===== src/dtv_cfg.svh =====
// Named constants for the duty-to-target voltage controller
`ifndef DTV_CFG_SVH
`define DTV_CFG_SVH

// ----------------------------------------------------------------------------
// Register map and field layout
// ----------------------------------------------------------------------------
`define DTV_REG_ADDR_TARGET_CTRL 8'hae
`define DTV_CTRL_WMASK           16'h07ff
`define DTV_RST_TARGET_CTRL      16'h0000
`define DTV_LPF_MSB              10
`define DTV_LPF_LSB              9
`define DTV_FLAG_DLY_MSB         8
`define DTV_FLAG_DLY_LSB         6
`define DTV_GAIN_MODE_BIT        5
`define DTV_AVG_MSB              4
`define DTV_AVG_LSB              3
`define DTV_HYS_MSB              2
`define DTV_HYS_LSB              0

// ----------------------------------------------------------------------------
// Timing
// ----------------------------------------------------------------------------
`define DTV_CLK_PERIOD_NS        50
`define DTV_FLAG_STEP_US         20
`define DTV_FLAG_STEP_CYC        ((`DTV_FLAG_STEP_US * 1000 + `DTV_CLK_PERIOD_NS - 1) / `DTV_CLK_PERIOD_NS)
`define DTV_LPF_BASE_MS          6
`define DTV_LPF_REF_KHZ          500
`define DTV_LPF_BASE_SHIFT       3
`define DTV_LPF_PRESCALE         ((`DTV_LPF_BASE_MS * `DTV_LPF_REF_KHZ) >> `DTV_LPF_BASE_SHIFT)

// ----------------------------------------------------------------------------
// Arithmetic
// ----------------------------------------------------------------------------
`define DTV_AVG_BASE_LOG2        2
`define DTV_GAIN_FRAC            12
`define DTV_GAIN_DEV_PCT         10
`define DTV_PCT_FULL             100

`endif


===== src/dtv_pkg.sv =====
// Types shared by the duty-to-target voltage controller
package dtv_pkg;
  typedef logic [15:0] dtv_word_type;
  typedef logic [7:0]  dtv_addr_type;
  typedef enum {DTV_FLAG_IDLE, DTV_FLAG_ACTIVE, DTV_FLAG_HOLD} dtv_flag_state_type;
endpackage


===== src/dtv_lpf_if.sv =====
// Sample and result path between the controller and its low-pass filters
`timescale 1ns/100ps
interface dtv_lpf_if #(parameter int W = 16);
  logic         valid;
  logic [W-1:0] sample;
  logic [1:0]   sel;
  logic [W-1:0] filtered;
  modport src  (output valid, output sample, output sel, input filtered);
  modport filt (input valid, input sample, input sel, output filtered);
endinterface


===== src/dtv_ctrl.sv =====
// Duty-cycle command to target output voltage controller
//
// Behaviour
// Control bits 15:11 ignore writes, read zero
// Two-bit code picks period/on-time filter constant
// Transition flag held for 20 us steps
// Bus voltage control clears flag without delay
// Target equals on-time times gain plus minimum
// Gain mode zero uses stored gain
// Adaptive gain updates beyond hysteresis, within ten percent
// Two-bit code picks 4 to 32 averaged samples
// Three-bit hysteresis threshold for adaptive gain update
// Target recomputed per averaged result, else held
`timescale 1ns/100ps
`include "dtv_cfg.svh"
module dtv_ctrl (
  input  wire logic                I_MCLK,
  input  wire logic                I_RST_N,
  input  wire logic                I_PWM_CMD,
  input  wire logic                I_REG_WR,
  input  wire dtv_pkg::dtv_addr_type I_REG_ADDR,
  input  wire dtv_pkg::dtv_word_type I_REG_WDATA,
  output dtv_pkg::dtv_word_type    O_REG_RDATA,
  input  wire dtv_pkg::dtv_word_type I_STORED_GAIN,
  input  wire dtv_pkg::dtv_word_type I_CALC_GAIN,
  input  wire logic                I_CALC_GAIN_VALID,
  input  wire dtv_pkg::dtv_word_type I_MINIMUM_OUTPUT_VALUE,
  input  wire logic                I_BUS_VOLTAGE_CONTROL_SELECT,
  input  wire logic                I_TRANSITION_START,
  input  wire logic                I_TRANSITION_DONE,
  output logic                     O_VOLTAGE_TRANSITION,
  output dtv_pkg::dtv_word_type    O_MEASURED_ON_TIME,
  output dtv_pkg::dtv_word_type    O_TARGET_VOLTAGE,
  output logic                     O_TARGET_VALID,
  output dtv_pkg::dtv_word_type    O_CURRENT_GAIN,
  output dtv_pkg::dtv_word_type    O_FILTERED_PERIOD,
  output dtv_pkg::dtv_word_type    O_FILTERED_ON_TIME
);
  import dtv_pkg::*;

  localparam int PRE_W = $clog2(`DTV_LPF_PRESCALE);
  localparam int STEP  = `DTV_FLAG_STEP_CYC;

  if (STEP < 1 || STEP > 1023 || `DTV_LPF_PRESCALE < 2)
  begin : g_chk
    $error("dtv_ctrl: timing constants out of range");
  end

  // --------------------------------------------------------------------------
  // Control register
  // --------------------------------------------------------------------------
  dtv_word_type ctrl_q;
  dtv_word_type rdata_q;
  logic         addr_hit;

  assign addr_hit = (I_REG_ADDR == `DTV_REG_ADDR_TARGET_CTRL);

  always_ff @(posedge I_MCLK)
  begin
    if (!I_RST_N)
      ctrl_q <= `DTV_RST_TARGET_CTRL;
    else if (I_REG_WR && addr_hit)
      ctrl_q <= I_REG_WDATA & `DTV_CTRL_WMASK;
  end

  always_ff @(posedge I_MCLK)
  begin
    if (!I_RST_N)
      rdata_q <= '0;
    else
      rdata_q <= addr_hit ? (ctrl_q & `DTV_CTRL_WMASK) : '0;
  end

  assign O_REG_RDATA = rdata_q;

  logic [1:0] lpf_sel;
  logic [2:0] flag_dly;
  logic       gain_adapt_mode;
  logic [1:0] target_average_select;
  logic [2:0] gain_hysteresis;

  assign lpf_sel               = ctrl_q[`DTV_LPF_MSB:`DTV_LPF_LSB];
  assign flag_dly              = ctrl_q[`DTV_FLAG_DLY_MSB:`DTV_FLAG_DLY_LSB];
  assign gain_adapt_mode       = ctrl_q[`DTV_GAIN_MODE_BIT];
  assign target_average_select = ctrl_q[`DTV_AVG_MSB:`DTV_AVG_LSB];
  assign gain_hysteresis       = ctrl_q[`DTV_HYS_MSB:`DTV_HYS_LSB];

  // --------------------------------------------------------------------------
  // Command pin capture and on-time / period measurement
  // --------------------------------------------------------------------------
  logic         pwm_s1_q;
  logic         pwm_s2_q;
  logic         pwm_s3_q;
  logic         pwm_rise;
  logic         pwm_fall;
  dtv_word_type hi_cnt_q;
  dtv_word_type per_cnt_q;
  dtv_word_type on_time_q;
  dtv_word_type period_q;
  logic         on_valid_q;
  logic         per_valid_q;

  always_ff @(posedge I_MCLK)
  begin
    if (!I_RST_N)
    begin
      pwm_s1_q <= 1'b0;
      pwm_s2_q <= 1'b0;
      pwm_s3_q <= 1'b0;
    end
    else
    begin
      pwm_s1_q <= I_PWM_CMD;
      pwm_s2_q <= pwm_s1_q;
      pwm_s3_q <= pwm_s2_q;
    end
  end

  assign pwm_rise = pwm_s2_q & ~pwm_s3_q;
  assign pwm_fall = ~pwm_s2_q & pwm_s3_q;

  // Counters saturate so a stuck pin reads as full scale, not a wrapped value
  always_ff @(posedge I_MCLK)
  begin
    if (!I_RST_N)
    begin
      hi_cnt_q    <= '0;
      per_cnt_q   <= '0;
      on_time_q   <= '0;
      period_q    <= '0;
      on_valid_q  <= 1'b0;
      per_valid_q <= 1'b0;
    end
    else
    begin
      on_valid_q  <= pwm_fall;
      per_valid_q <= pwm_rise;
      if (pwm_rise)
      begin
        period_q  <= per_cnt_q;
        per_cnt_q <= 16'h0001;
        hi_cnt_q  <= 16'h0001;
      end
      else
      begin
        if (per_cnt_q != 16'hffff)
          per_cnt_q <= per_cnt_q + 16'h0001;
        if (pwm_s2_q && hi_cnt_q != 16'hffff)
          hi_cnt_q <= hi_cnt_q + 16'h0001;
      end
      if (pwm_fall)
        on_time_q <= hi_cnt_q;
    end
  end

  assign O_MEASURED_ON_TIME = on_time_q;

  // --------------------------------------------------------------------------
  // Efficiency low-pass filters, fed once per prescaled group of periods
  // --------------------------------------------------------------------------
  // Sampling one period in every group fixes the constant in periods, so it
  // is exact only at a 500 kHz switching rate, and the periods in between are ignored.
  logic [PRE_W-1:0] pre_cnt_q;
  logic             lpf_valid_q;
  dtv_lpf_if #(.W(16)) per_if ();
  dtv_lpf_if #(.W(16)) ton_if ();

  always_ff @(posedge I_MCLK)
  begin
    if (!I_RST_N)
    begin
      pre_cnt_q   <= '0;
      lpf_valid_q <= 1'b0;
    end
    else
    begin
      lpf_valid_q <= 1'b0;
      if (per_valid_q)
      begin
        if (pre_cnt_q == PRE_W'(`DTV_LPF_PRESCALE - 1))
        begin
          pre_cnt_q   <= '0;
          lpf_valid_q <= 1'b1;
        end
        else
          pre_cnt_q <= pre_cnt_q + PRE_W'(1);
      end
    end
  end

  assign per_if.valid  = lpf_valid_q;
  assign per_if.sample = period_q;
  assign per_if.sel    = lpf_sel;
  assign ton_if.valid  = lpf_valid_q;
  assign ton_if.sample = on_time_q;
  assign ton_if.sel    = lpf_sel;

  dtv_lpf #(.W(16)) u_per_lpf (
    .i_clk   (I_MCLK),
    .i_rst_n (I_RST_N),
    .lpf     (per_if.filt)
  );

  dtv_lpf #(.W(16)) u_ton_lpf (
    .i_clk   (I_MCLK),
    .i_rst_n (I_RST_N),
    .lpf     (ton_if.filt)
  );

  assign O_FILTERED_PERIOD  = per_if.filtered;
  assign O_FILTERED_ON_TIME = ton_if.filtered;

  // --------------------------------------------------------------------------
  // Block average of on-time for the target path
  // --------------------------------------------------------------------------
  logic [20:0]  avg_acc_q;
  logic [4:0]   avg_cnt_q;
  dtv_word_type avg_on_q;
  logic         avg_valid_q;
  logic [2:0]   avg_log2;
  logic [20:0]  avg_sum;
  logic [4:0]   avg_last;

  assign avg_log2 = 3'(`DTV_AVG_BASE_LOG2) + {1'b0, target_average_select};
  assign avg_last = 5'((6'h01 << avg_log2) - 6'h01);
  assign avg_sum  = avg_acc_q + {5'h00, on_time_q};

  always_ff @(posedge I_MCLK)
  begin
    if (!I_RST_N)
    begin
      avg_acc_q   <= '0;
      avg_cnt_q   <= '0;
      avg_on_q    <= '0;
      avg_valid_q <= 1'b0;
    end
    else
    begin
      avg_valid_q <= 1'b0;
      if (on_valid_q)
      begin
        if (avg_cnt_q >= avg_last)
        begin
          avg_on_q    <= 16'(avg_sum >> avg_log2);
          avg_valid_q <= 1'b1;
          avg_acc_q   <= '0;
          avg_cnt_q   <= '0;
        end
        else
        begin
          avg_acc_q <= avg_sum;
          avg_cnt_q <= avg_cnt_q + 5'h01;
        end
      end
    end
  end

  // --------------------------------------------------------------------------
  // Current gain
  // --------------------------------------------------------------------------
  dtv_word_type gain_q;
  dtv_word_type gain_diff;
  logic [22:0]  dev_lhs;
  logic [22:0]  dev_rhs;
  logic         gain_take;

  assign gain_diff = (I_CALC_GAIN > gain_q) ? (I_CALC_GAIN - gain_q) : (gain_q - I_CALC_GAIN);
  assign dev_lhs   = 23'(gain_diff) * 23'(`DTV_PCT_FULL);
  assign dev_rhs   = 23'(gain_q) * 23'(`DTV_GAIN_DEV_PCT);
  assign gain_take = I_CALC_GAIN_VALID
                   && (gain_diff > {13'h0000, gain_hysteresis})
                   && (dev_lhs <= dev_rhs);

  // Tracking the stored gain while in mode zero makes it the start value of mode one
  always_ff @(posedge I_MCLK)
  begin
    if (!I_RST_N)
      gain_q <= '0;
    else if (!gain_adapt_mode)
      gain_q <= I_STORED_GAIN;
    else if (gain_take)
      gain_q <= I_CALC_GAIN;
  end

  assign O_CURRENT_GAIN = gain_q;

  // --------------------------------------------------------------------------
  // Target voltage
  // --------------------------------------------------------------------------
  dtv_word_type target_q;
  logic         target_valid_q;
  logic [31:0]  prod;
  logic [20:0]  target_sum;

  assign prod       = avg_on_q * gain_q;
  assign target_sum = 21'(prod >> `DTV_GAIN_FRAC) + {5'h00, I_MINIMUM_OUTPUT_VALUE};

  always_ff @(posedge I_MCLK)
  begin
    if (!I_RST_N)
    begin
      target_q       <= '0;
      target_valid_q <= 1'b0;
    end
    else
    begin
      target_valid_q <= avg_valid_q;
      if (avg_valid_q)
        target_q <= (target_sum[20:16] != 5'h00) ? 16'hffff : target_sum[15:0];
    end
  end

  assign O_TARGET_VOLTAGE = target_q;
  assign O_TARGET_VALID   = target_valid_q;

  // --------------------------------------------------------------------------
  // Transition flag
  // --------------------------------------------------------------------------
  dtv_flag_state_type flag_st_q;
  logic [11:0]        dly_cnt_q;
  logic               flag_q;

  // A new start always wins over a clear in the same cycle
  always_ff @(posedge I_MCLK)
  begin
    if (!I_RST_N)
    begin
      flag_st_q <= DTV_FLAG_IDLE;
      dly_cnt_q <= '0;
      flag_q    <= 1'b0;
    end
    else
    begin
      case (flag_st_q)
        DTV_FLAG_IDLE:
        begin
          if (I_TRANSITION_START)
          begin
            flag_st_q <= DTV_FLAG_ACTIVE;
            flag_q    <= 1'b1;
          end
        end
        DTV_FLAG_ACTIVE:
        begin
          if (!I_TRANSITION_START && I_TRANSITION_DONE)
          begin
            if (I_BUS_VOLTAGE_CONTROL_SELECT || flag_dly == 3'h0)
            begin
              flag_st_q <= DTV_FLAG_IDLE;
              flag_q    <= 1'b0;
            end
            else
            begin
              flag_st_q <= DTV_FLAG_HOLD;
              dly_cnt_q <= 12'(flag_dly * STEP - 1);
            end
          end
        end
        DTV_FLAG_HOLD:
        begin
          if (I_TRANSITION_START)
            flag_st_q <= DTV_FLAG_ACTIVE;
          else if (I_BUS_VOLTAGE_CONTROL_SELECT || dly_cnt_q == 12'h000)
          begin
            flag_st_q <= DTV_FLAG_IDLE;
            flag_q    <= 1'b0;
          end
          else
            dly_cnt_q <= dly_cnt_q - 12'h001;
        end
        default:
        begin
          flag_st_q <= DTV_FLAG_IDLE;
          flag_q    <= 1'b0;
        end
      endcase
    end
  end

  assign O_VOLTAGE_TRANSITION = flag_q;
endmodule


===== src/dtv_lpf.sv =====
// First-order low-pass filter with a selectable time constant
`timescale 1ns/100ps
`include "dtv_cfg.svh"
module dtv_lpf #(
  parameter int W = 16
) (
  input  wire logic i_clk,
  input  wire logic i_rst_n,
  dtv_lpf_if.filt   lpf
);
  localparam int AW = W + 7;

  if (W < 4)
  begin : g_chk
    $error("dtv_lpf: W too small");
  end

  logic [AW-1:0] acc_q;
  logic [AW-1:0] acc_d;
  logic [W-1:0]  filt_q;
  logic [2:0]    shift;

  // Time constant doubles per select code
  assign shift = 3'(`DTV_LPF_BASE_SHIFT) + {1'b0, lpf.sel};
  assign acc_d = acc_q + AW'(lpf.sample) - (acc_q >> shift);

  always_ff @(posedge i_clk)
  begin
    if (!i_rst_n)
      acc_q <= '0;
    else if (lpf.valid)
      acc_q <= acc_d;
  end

  // A change of select leaves the state unscaled; the output steps once and recovers
  always_ff @(posedge i_clk)
  begin
    if (!i_rst_n)
      filt_q <= '0;
    else
      filt_q <= W'(acc_q >> shift);
  end

  assign lpf.filtered = filt_q;
endmodule


===== config.mk =====
export PLATFORM = sky130hd
export DESIGN_NAME = dtv_ctrl
export DESIGN_NICKNAME = d
export VERILOG_FILES = /design/src/dtv_pkg.sv /design/src/dtv_lpf_if.sv /design/src/dtv_ctrl.sv /design/src/dtv_lpf.sv
export VERILOG_INCLUDE_DIRS = /design/src
export SDC_FILE = /design/constraint.sdc
export NUM_CORES = 2
export LEC_CHECK = 0
export BUFFER_PORTS_ARGS = -buffer_cell sky130_fd_sc_hd__buf_2
export CAP_MARGIN = 10
export CORE_AREA = 10 10 265 267
export DETAILED_ROUTE_END_ITERATION = 12
export DIE_AREA = 0 0 275 277
export PLACE_DENSITY = 0.65
export SLEW_MARGIN = 25
export SYNTH_ARGS = -nofsm -noshare
export SYNTH_HDL_FRONTEND = slang
export SYNTH_HIERARCHICAL = 1
export SYNTH_SLANG_ARGS = --single-unit

===== constraint.sdc =====
create_clock -name I_MCLK -period 12.9 [get_ports I_MCLK]
set_clock_uncertainty 0.15 [all_clocks]
set_input_delay 1.29 -clock I_MCLK [delete_from_list [all_inputs] [get_ports I_MCLK]]
set_output_delay 1.29 -clock I_MCLK [all_outputs]
set_load 0.01 [all_outputs]

== Yosys cells after proc, flatten, opt, wreduce, memory -nomap -nowiden ==
Index checks and enable logic that the tools add are counted.
Operators by class
  order comparisons: 4
  mux-type cells: 30
  bitwise logic cells: 5
  divide/modulo/power cells: 0
  multipliers: 4
  shift operators: 4
  add/sub/neg operators: 17
  reductions and logical operators: 23
  equality and inequality tests: 15
Operator list (count)
  $mux 32: 4
  $pmux 32 s3: 1
  $mux 16: 4
  $mux 12: 4
  $add 23x16->23: 2
  $shr 23x3->23: 2
  $sub 23x23->23: 2
  $add 16x1->16 const B: 2
  $eq 32x1->1 const B: 1
  $eq 32x2->1 const B: 1
  $logic_not 32->1: 1
  $mul 16x16->32: 1
  $ne 16x16->1 const B: 2
  $sub 16x16->16: 2
  $pmux 12 s2: 1
  $sub 12x1->12 const B: 2
  $le 23x20->1: 1
  $add 20x16->21: 1
  $add 21x16->21: 1
  $mul 16x5->21 const B: 1
  $mux 21: 1
  $shr 21x3->16: 1
  $mul 16x3->19 const B: 1
  $gt 16x16->1: 1
  other kinds (31): 62
Storage, ports and cells
  flip-flop bits (word level): 305
  bits in latches: 0
  bits in read-only memories: 0
  output and inout bits: 98
  memory bits (writable): 0
  memories: 0

== Logic depth before layout (Yosys ltp) ==
  depth in word-level cells: 7
  depth in mapped cells: 39
  mapped depth without buffers: 37

== By module ==
Netlist, hierarchy kept.
Modules (own cells, without submodules)
  dtv_ctrl: seq. area each 3843.7 µm², cells an instance 2626, instances 1, area each 22057.4 µm²
  dtv_lpf: seq. area each 780.7 µm², cells an instance 382, instances 2, area each 3429.5 µm²

== Worst setup path before layout ==
OpenSTA, ideal clock, no wires.
  path kind: register -> register
  from: reg gain_q[9], in the netlist O_CURRENT_GAIN[9]
  to: reg target_q[10], in the netlist O_TARGET_VOLTAGE[10]
  setup time: 0.136 ns
  arrival time: 8.125 ns
  required time: 12.614 ns
  path slack: 4.488 ns
  cell stages (with the launch flop): 33
  cell sequence: dfxtp_1 -> clkbuf_1 -> clkbuf_1 -> nand2_1 -> fa_1 -> inv_1 -> fa_1 -> fa_1 -> fa_1 -> fa_1 -> inv_1 -> fa_1 -> inv_1 -> ha_1 -> a21oi_1 -> o21ai_0 -> a21oi_1 -> o21ai_2 -> a21o_1 -> a21o_1 -> a21oi_1 -> xnor2_1 -> ha_1 -> a21oi_1 -> o21bai_1 -> a221oi_2 -> o21ai_0 -> nor3_1 -> nand4_1 -> or3b_2 -> a32oi_2 -> buf_6 -> a31oi_1
On the way
  cells in the longest elaborated chain, start to end: 4
RTL lines
  start: declaration: RTL line dtv_ctrl.sv:261  | dtv_word_type gain_q;
  start signal: assignment: RTL line dtv_ctrl.sv:278  | gain_q <= '0;
  start signal: assignment: RTL line dtv_ctrl.sv:280  | gain_q <= I_STORED_GAIN;
  start signal: assignment: RTL line dtv_ctrl.sv:282  | gain_q <= I_CALC_GAIN;
  $mul 16x16->32 (*): RTL line dtv_ctrl.sv:295  | assign prod = avg_on_q * gain_q;
  $add 20x16->21 (*): RTL line dtv_ctrl.sv:296  | assign target_sum = 21'(prod >> `DTV_GAIN_FRAC) + {5'h00, I_MINIMUM_OUTPUT_VALUE};
  $reduce_bool 5->1: RTL line dtv_ctrl.sv:309  | target_q <= (target_sum[20:16] != 5'h00) ? 16'hffff : target_sum[15:0];
  $mux 16 (*): RTL line dtv_ctrl.sv:309
  end signal: assignment: RTL line dtv_ctrl.sv:309
  end: declaration: RTL line dtv_ctrl.sv:290  | dtv_word_type target_q;
Mark *: on every way between the ends. The rest lies on a longest branch, timed or not.
A chain may end at the register's enable or synchronous reset.

== Final worst setup path ==
  from: reg avg_on_q[8]
  to: reg target_q[4], in the netlist O_TARGET_VOLTAGE[4]
On the way
  cells in the longest elaborated chain, start to end: 4
RTL lines
  start: declaration: RTL line dtv_ctrl.sv:218  | dtv_word_type avg_on_q;
  start signal: assignment: RTL line dtv_ctrl.sv:244  | avg_on_q <= 16'(avg_sum >> avg_log2);
  $mul 16x16->32 (*): RTL line dtv_ctrl.sv:295
  $add 20x16->21 (*): RTL line dtv_ctrl.sv:296
  $reduce_bool 5->1: RTL line dtv_ctrl.sv:309
  $mux 16 (*): RTL line dtv_ctrl.sv:309
Marked as above.

==> impl_metrics.ini <==
[hold_path]
hold-path-endpoint = avg_acc_q[0]
min_path_type = flip-flop to flip-flop
min_from = avg_acc_q[0]
hold_depth = 2

[detailed_routing]
drtIter0Drc = 1213
route.detailed.drc = 0
postRouteAntennaNets = 0
routedWlPerCell_um = 16.7
wirelength_mm = 73.5
drtPass1Iterations = 5
viasPerCell = 5.38
vias = 23627

[clocking]
cts_sinks = 270
h-tree-depth = 2
clockBufferDepth = 3
cts_hold_buf = 0
cts_root_buffer = clkbuf_16
cts_buffers = 37
cts_tree = done
ctsResizeCount = 0
clkTransAtPathRegs_ps = 60
clk_latency_ps = 570
postCtsSetupBuffers = 0

[global_route]
met2_usage_pct = 32.2
grt_max_degree = 85
first_global_vias = 23710
use_met3_pct = 2.76
top_usage_layer = met2
overflow = 0
antenna_found_initial = 1
met1_usage_pct = 26.0
grt_pass1_wl_mm = 123
grt.total_usage_pct = 19.3

[worst_setup_path]
crit_type = flip-flop to flip-flop
arrival_ps = 9790
crit_fanout = 17
cp.required_ps = 13160
cp-end-kind = flip-flop
cp-start-kind = flip-flop
reg2reg_slack_ps = 3380
rr_worst_depth = 27
timing.rr.end = O_TARGET_VOLTAGE[4]
r2r-start = avg_on_q[8]

[logic_synthesis]
synthFlopType = dfxtp_1
synth_async_sr_flop_share_pct = 0
syn_inst = 3390
synth-seq-area-share_pct = 18.7
synthDistinctLibCells = 92
synth_area_per_cell_um2 = 8.53
synth_edf_count = 0
yosysWarnings = 6
ys_ff_latch = 270
synth_area_um2 = 28900

[run_status]
status = complete, no violations

[cells_and_area]
synthToLayoutAreaGrowth_pct = 10.1
drive_gt1_share_pct = 9.87
nNetsFinal = 4165
nFillCells = 6317
fin_cells = 4390

[die]
dieArea_um2 = 76200
die_y_um = 277
io_pins = 178
initial_utilization_pct = 44.4
rows = 94
die_width_um = 275
core_area_um2 = 65200

[sta]
hold_viol = 0
min_period_ps = 9520
drv_slew = 0
rsz0062_at_grt = no
setup_tns_ps = 0
maxSlewHeadroom_pct = 36.1
report.final.setup_viol = 0
clock.fmax_mhz = 105
timing.final.crit_share_pct = 73.8
hold_ws_ps = 319
worst_pin_slew_ps = 957

[placement]
portBuffers = 167
routabilityCongestion = 0.905
place_inst = 4322
dp_hpwl_mm = 56.1

[pwr]
p_leak_nw = 15.2
ir_drop_uv = 111
p_per_area_nw_per_um2 = 109

[flow_run]
maxCapViolCount = 0
## synthesized netlist by cell type, types with 67 or more instances
| library cell | n | area share (%) |
|---|---|---|
| xor2_1 | 67 | 2.0 |
| a21oi_1 | 182 | 3.2 |
| fa_1 | 241 | 17 |
| nand2_1 | 313 | 4.1 |
| xnor2_1 | 78 | 2.4 |
| o21ai_0 | 155 | 2.7 |
| ha_1 | 347 | 15 |
| nor2_1 | 162 | 2.1 |
| and2_1 | 174 | 3.8 |
| inv_1 | 504 | 6.5 |
| clkbuf_1 | 112 | 1.5 |
| nand3_1 | 87 | 1.5 |
| dfxtp_1 | 270 | 19 |
## metrics by stage
stage	worst slack (ps)	utilization (%)	instance area (µm²)	total power (W)
floorplan	4490	-	28900	0.00206
global placement	3430	46.9	30500	0.00238
detailed placement	3370	46.9	30500	0.00240
CTS	3310	48.8	31800	0.00350
global route	2730	48.8	31800	0.00378
finish	3380	48.8	31800	0.00347
## cell type report
cell class / instances / area (µm²) / share of cell area (%)
multi-input combinational: 2484 / 21100 / 66.2
sequential: 270 / 5410 / 17.0
inverter: 507 / 1900 / 5.98
tap: 864 / 1080 / 3.40
timing repair buffer: 197 / 1060 / 3.34
clock buffer: 50 / 1060 / 3.32
clock inverter: 17 / 238 / 0.747
antenna: 1 / 2.50 / 0.00786
## flip-flops by register name (all words and copies together), names as in the netlist, 2 cells and up
register                count
flag_st_q                   2
avg_cnt_q                   5
ctrl_q                     11
u_ton_lpf/acc_q            23
O_MEASURED_ON_TIME         16
O_CURRENT_GAIN             16
u_per_lpf/lpf.filtered     16
avg_on_q                   16
dly_cnt_q                  12
hi_cnt_q                   16
per_cnt_q                  16
avg_acc_q                  21
O_REG_RDATA                11
pre_cnt_q                   9
u_per_lpf/acc_q            23
per_if.sample              16
O_TARGET_VOLTAGE           16
u_ton_lpf/lpf.filtered     16
## routing by layer
layer | wire length (µm) | part of all wire (%) | up-vias
li1 | - | - | 11642
met1 | 34100 | 46 | 11378
met2 | 34400 | 47 | 524
met3 | 3630 | 4.9 | 83
met4 | 1360 | 1.8 | 0
met5 | 0 | 0 | -
## critical path: stages, from the launching register on
cell and delay, ps:
dfxtp_1 880, nand2_1 210, fa_1 600, fa_1 440
fa_1 490, fa_1 490, inv_1 60, fa_1 520
fa_1 500, ha_1 340, a21oi_1 150, o21ai_0 110
a21oi_2 370, o21ai_2 170, a21boi_0 390, nor2b_1 110
o21a_1 200, nor2_1 170, ha_1 330, nand4_1 120
a211oi_1 60, a221oi_2 400, o21ai_0 300, nor3_1 220
nand4_1 160, or3b_2 480, a32oi_2 750, a31oi_1 190
## kinds of logic after synthesis
group           Yosys count  share of synthesized area, %
buf+inv                 641                          8.51
compound gates          693                          15.8
simple gates            957                          16.4
fa+ha+maj               588                          31.7
flops                   270                          18.7
mux                      95                          4.54
xor+xnor                145                          4.39
other cells               1                        0.0130
## report_power, final
| part | internal (W) | leakage (nW) | switching, W |
|---|---|---|---|
| Combinational | 0.000623 | 12.4 | 0.000916 |
| Sequential | 0.000840 | 2.18 | 0.00000825 |
| Clock | 0.000661 | 0.628 | 0.000417 |
## layout by cell type (no fill, tap or decap), drive strengths merged, types with 20 or more instances in the layout
cell type  count
a31oi         56
fa           241
a21o          66
nor2b         37
dfxtp        270
xnor2         78
and3          29
and2         174
ha           347
clkbuf        50
xor2          67
a21oi        187
nand2b        24
nand2        314
nor3          36
nand4         31
a211oi        35
nor2         166
a22o          20
buf          197
mux2i         57
nand3         87
o21ai        166
mux4          28
inv          507
## how the worst max path moves through the flow
| stage | from | to | slack [ps] |
|---|---|---|---|
| floorplan | O_CURRENT_GAIN[9] | O_TARGET_VOLTAGE[10] | 4490 |
| global placement | I_CALC_GAIN[0] | O_CURRENT_GAIN[3] | 3430 |
| detailed placement | avg_on_q[8] | O_TARGET_VOLTAGE[4] | 3370 |
| CTS | avg_on_q[8] | O_TARGET_VOLTAGE[4] | 3310 |
| global route | avg_on_q[8] | O_TARGET_VOLTAGE[0] | 2730 |
| finish | avg_on_q[8] | O_TARGET_VOLTAGE[4] | 3380 |
Note: power is estimated with default switching activity, not from simulation.
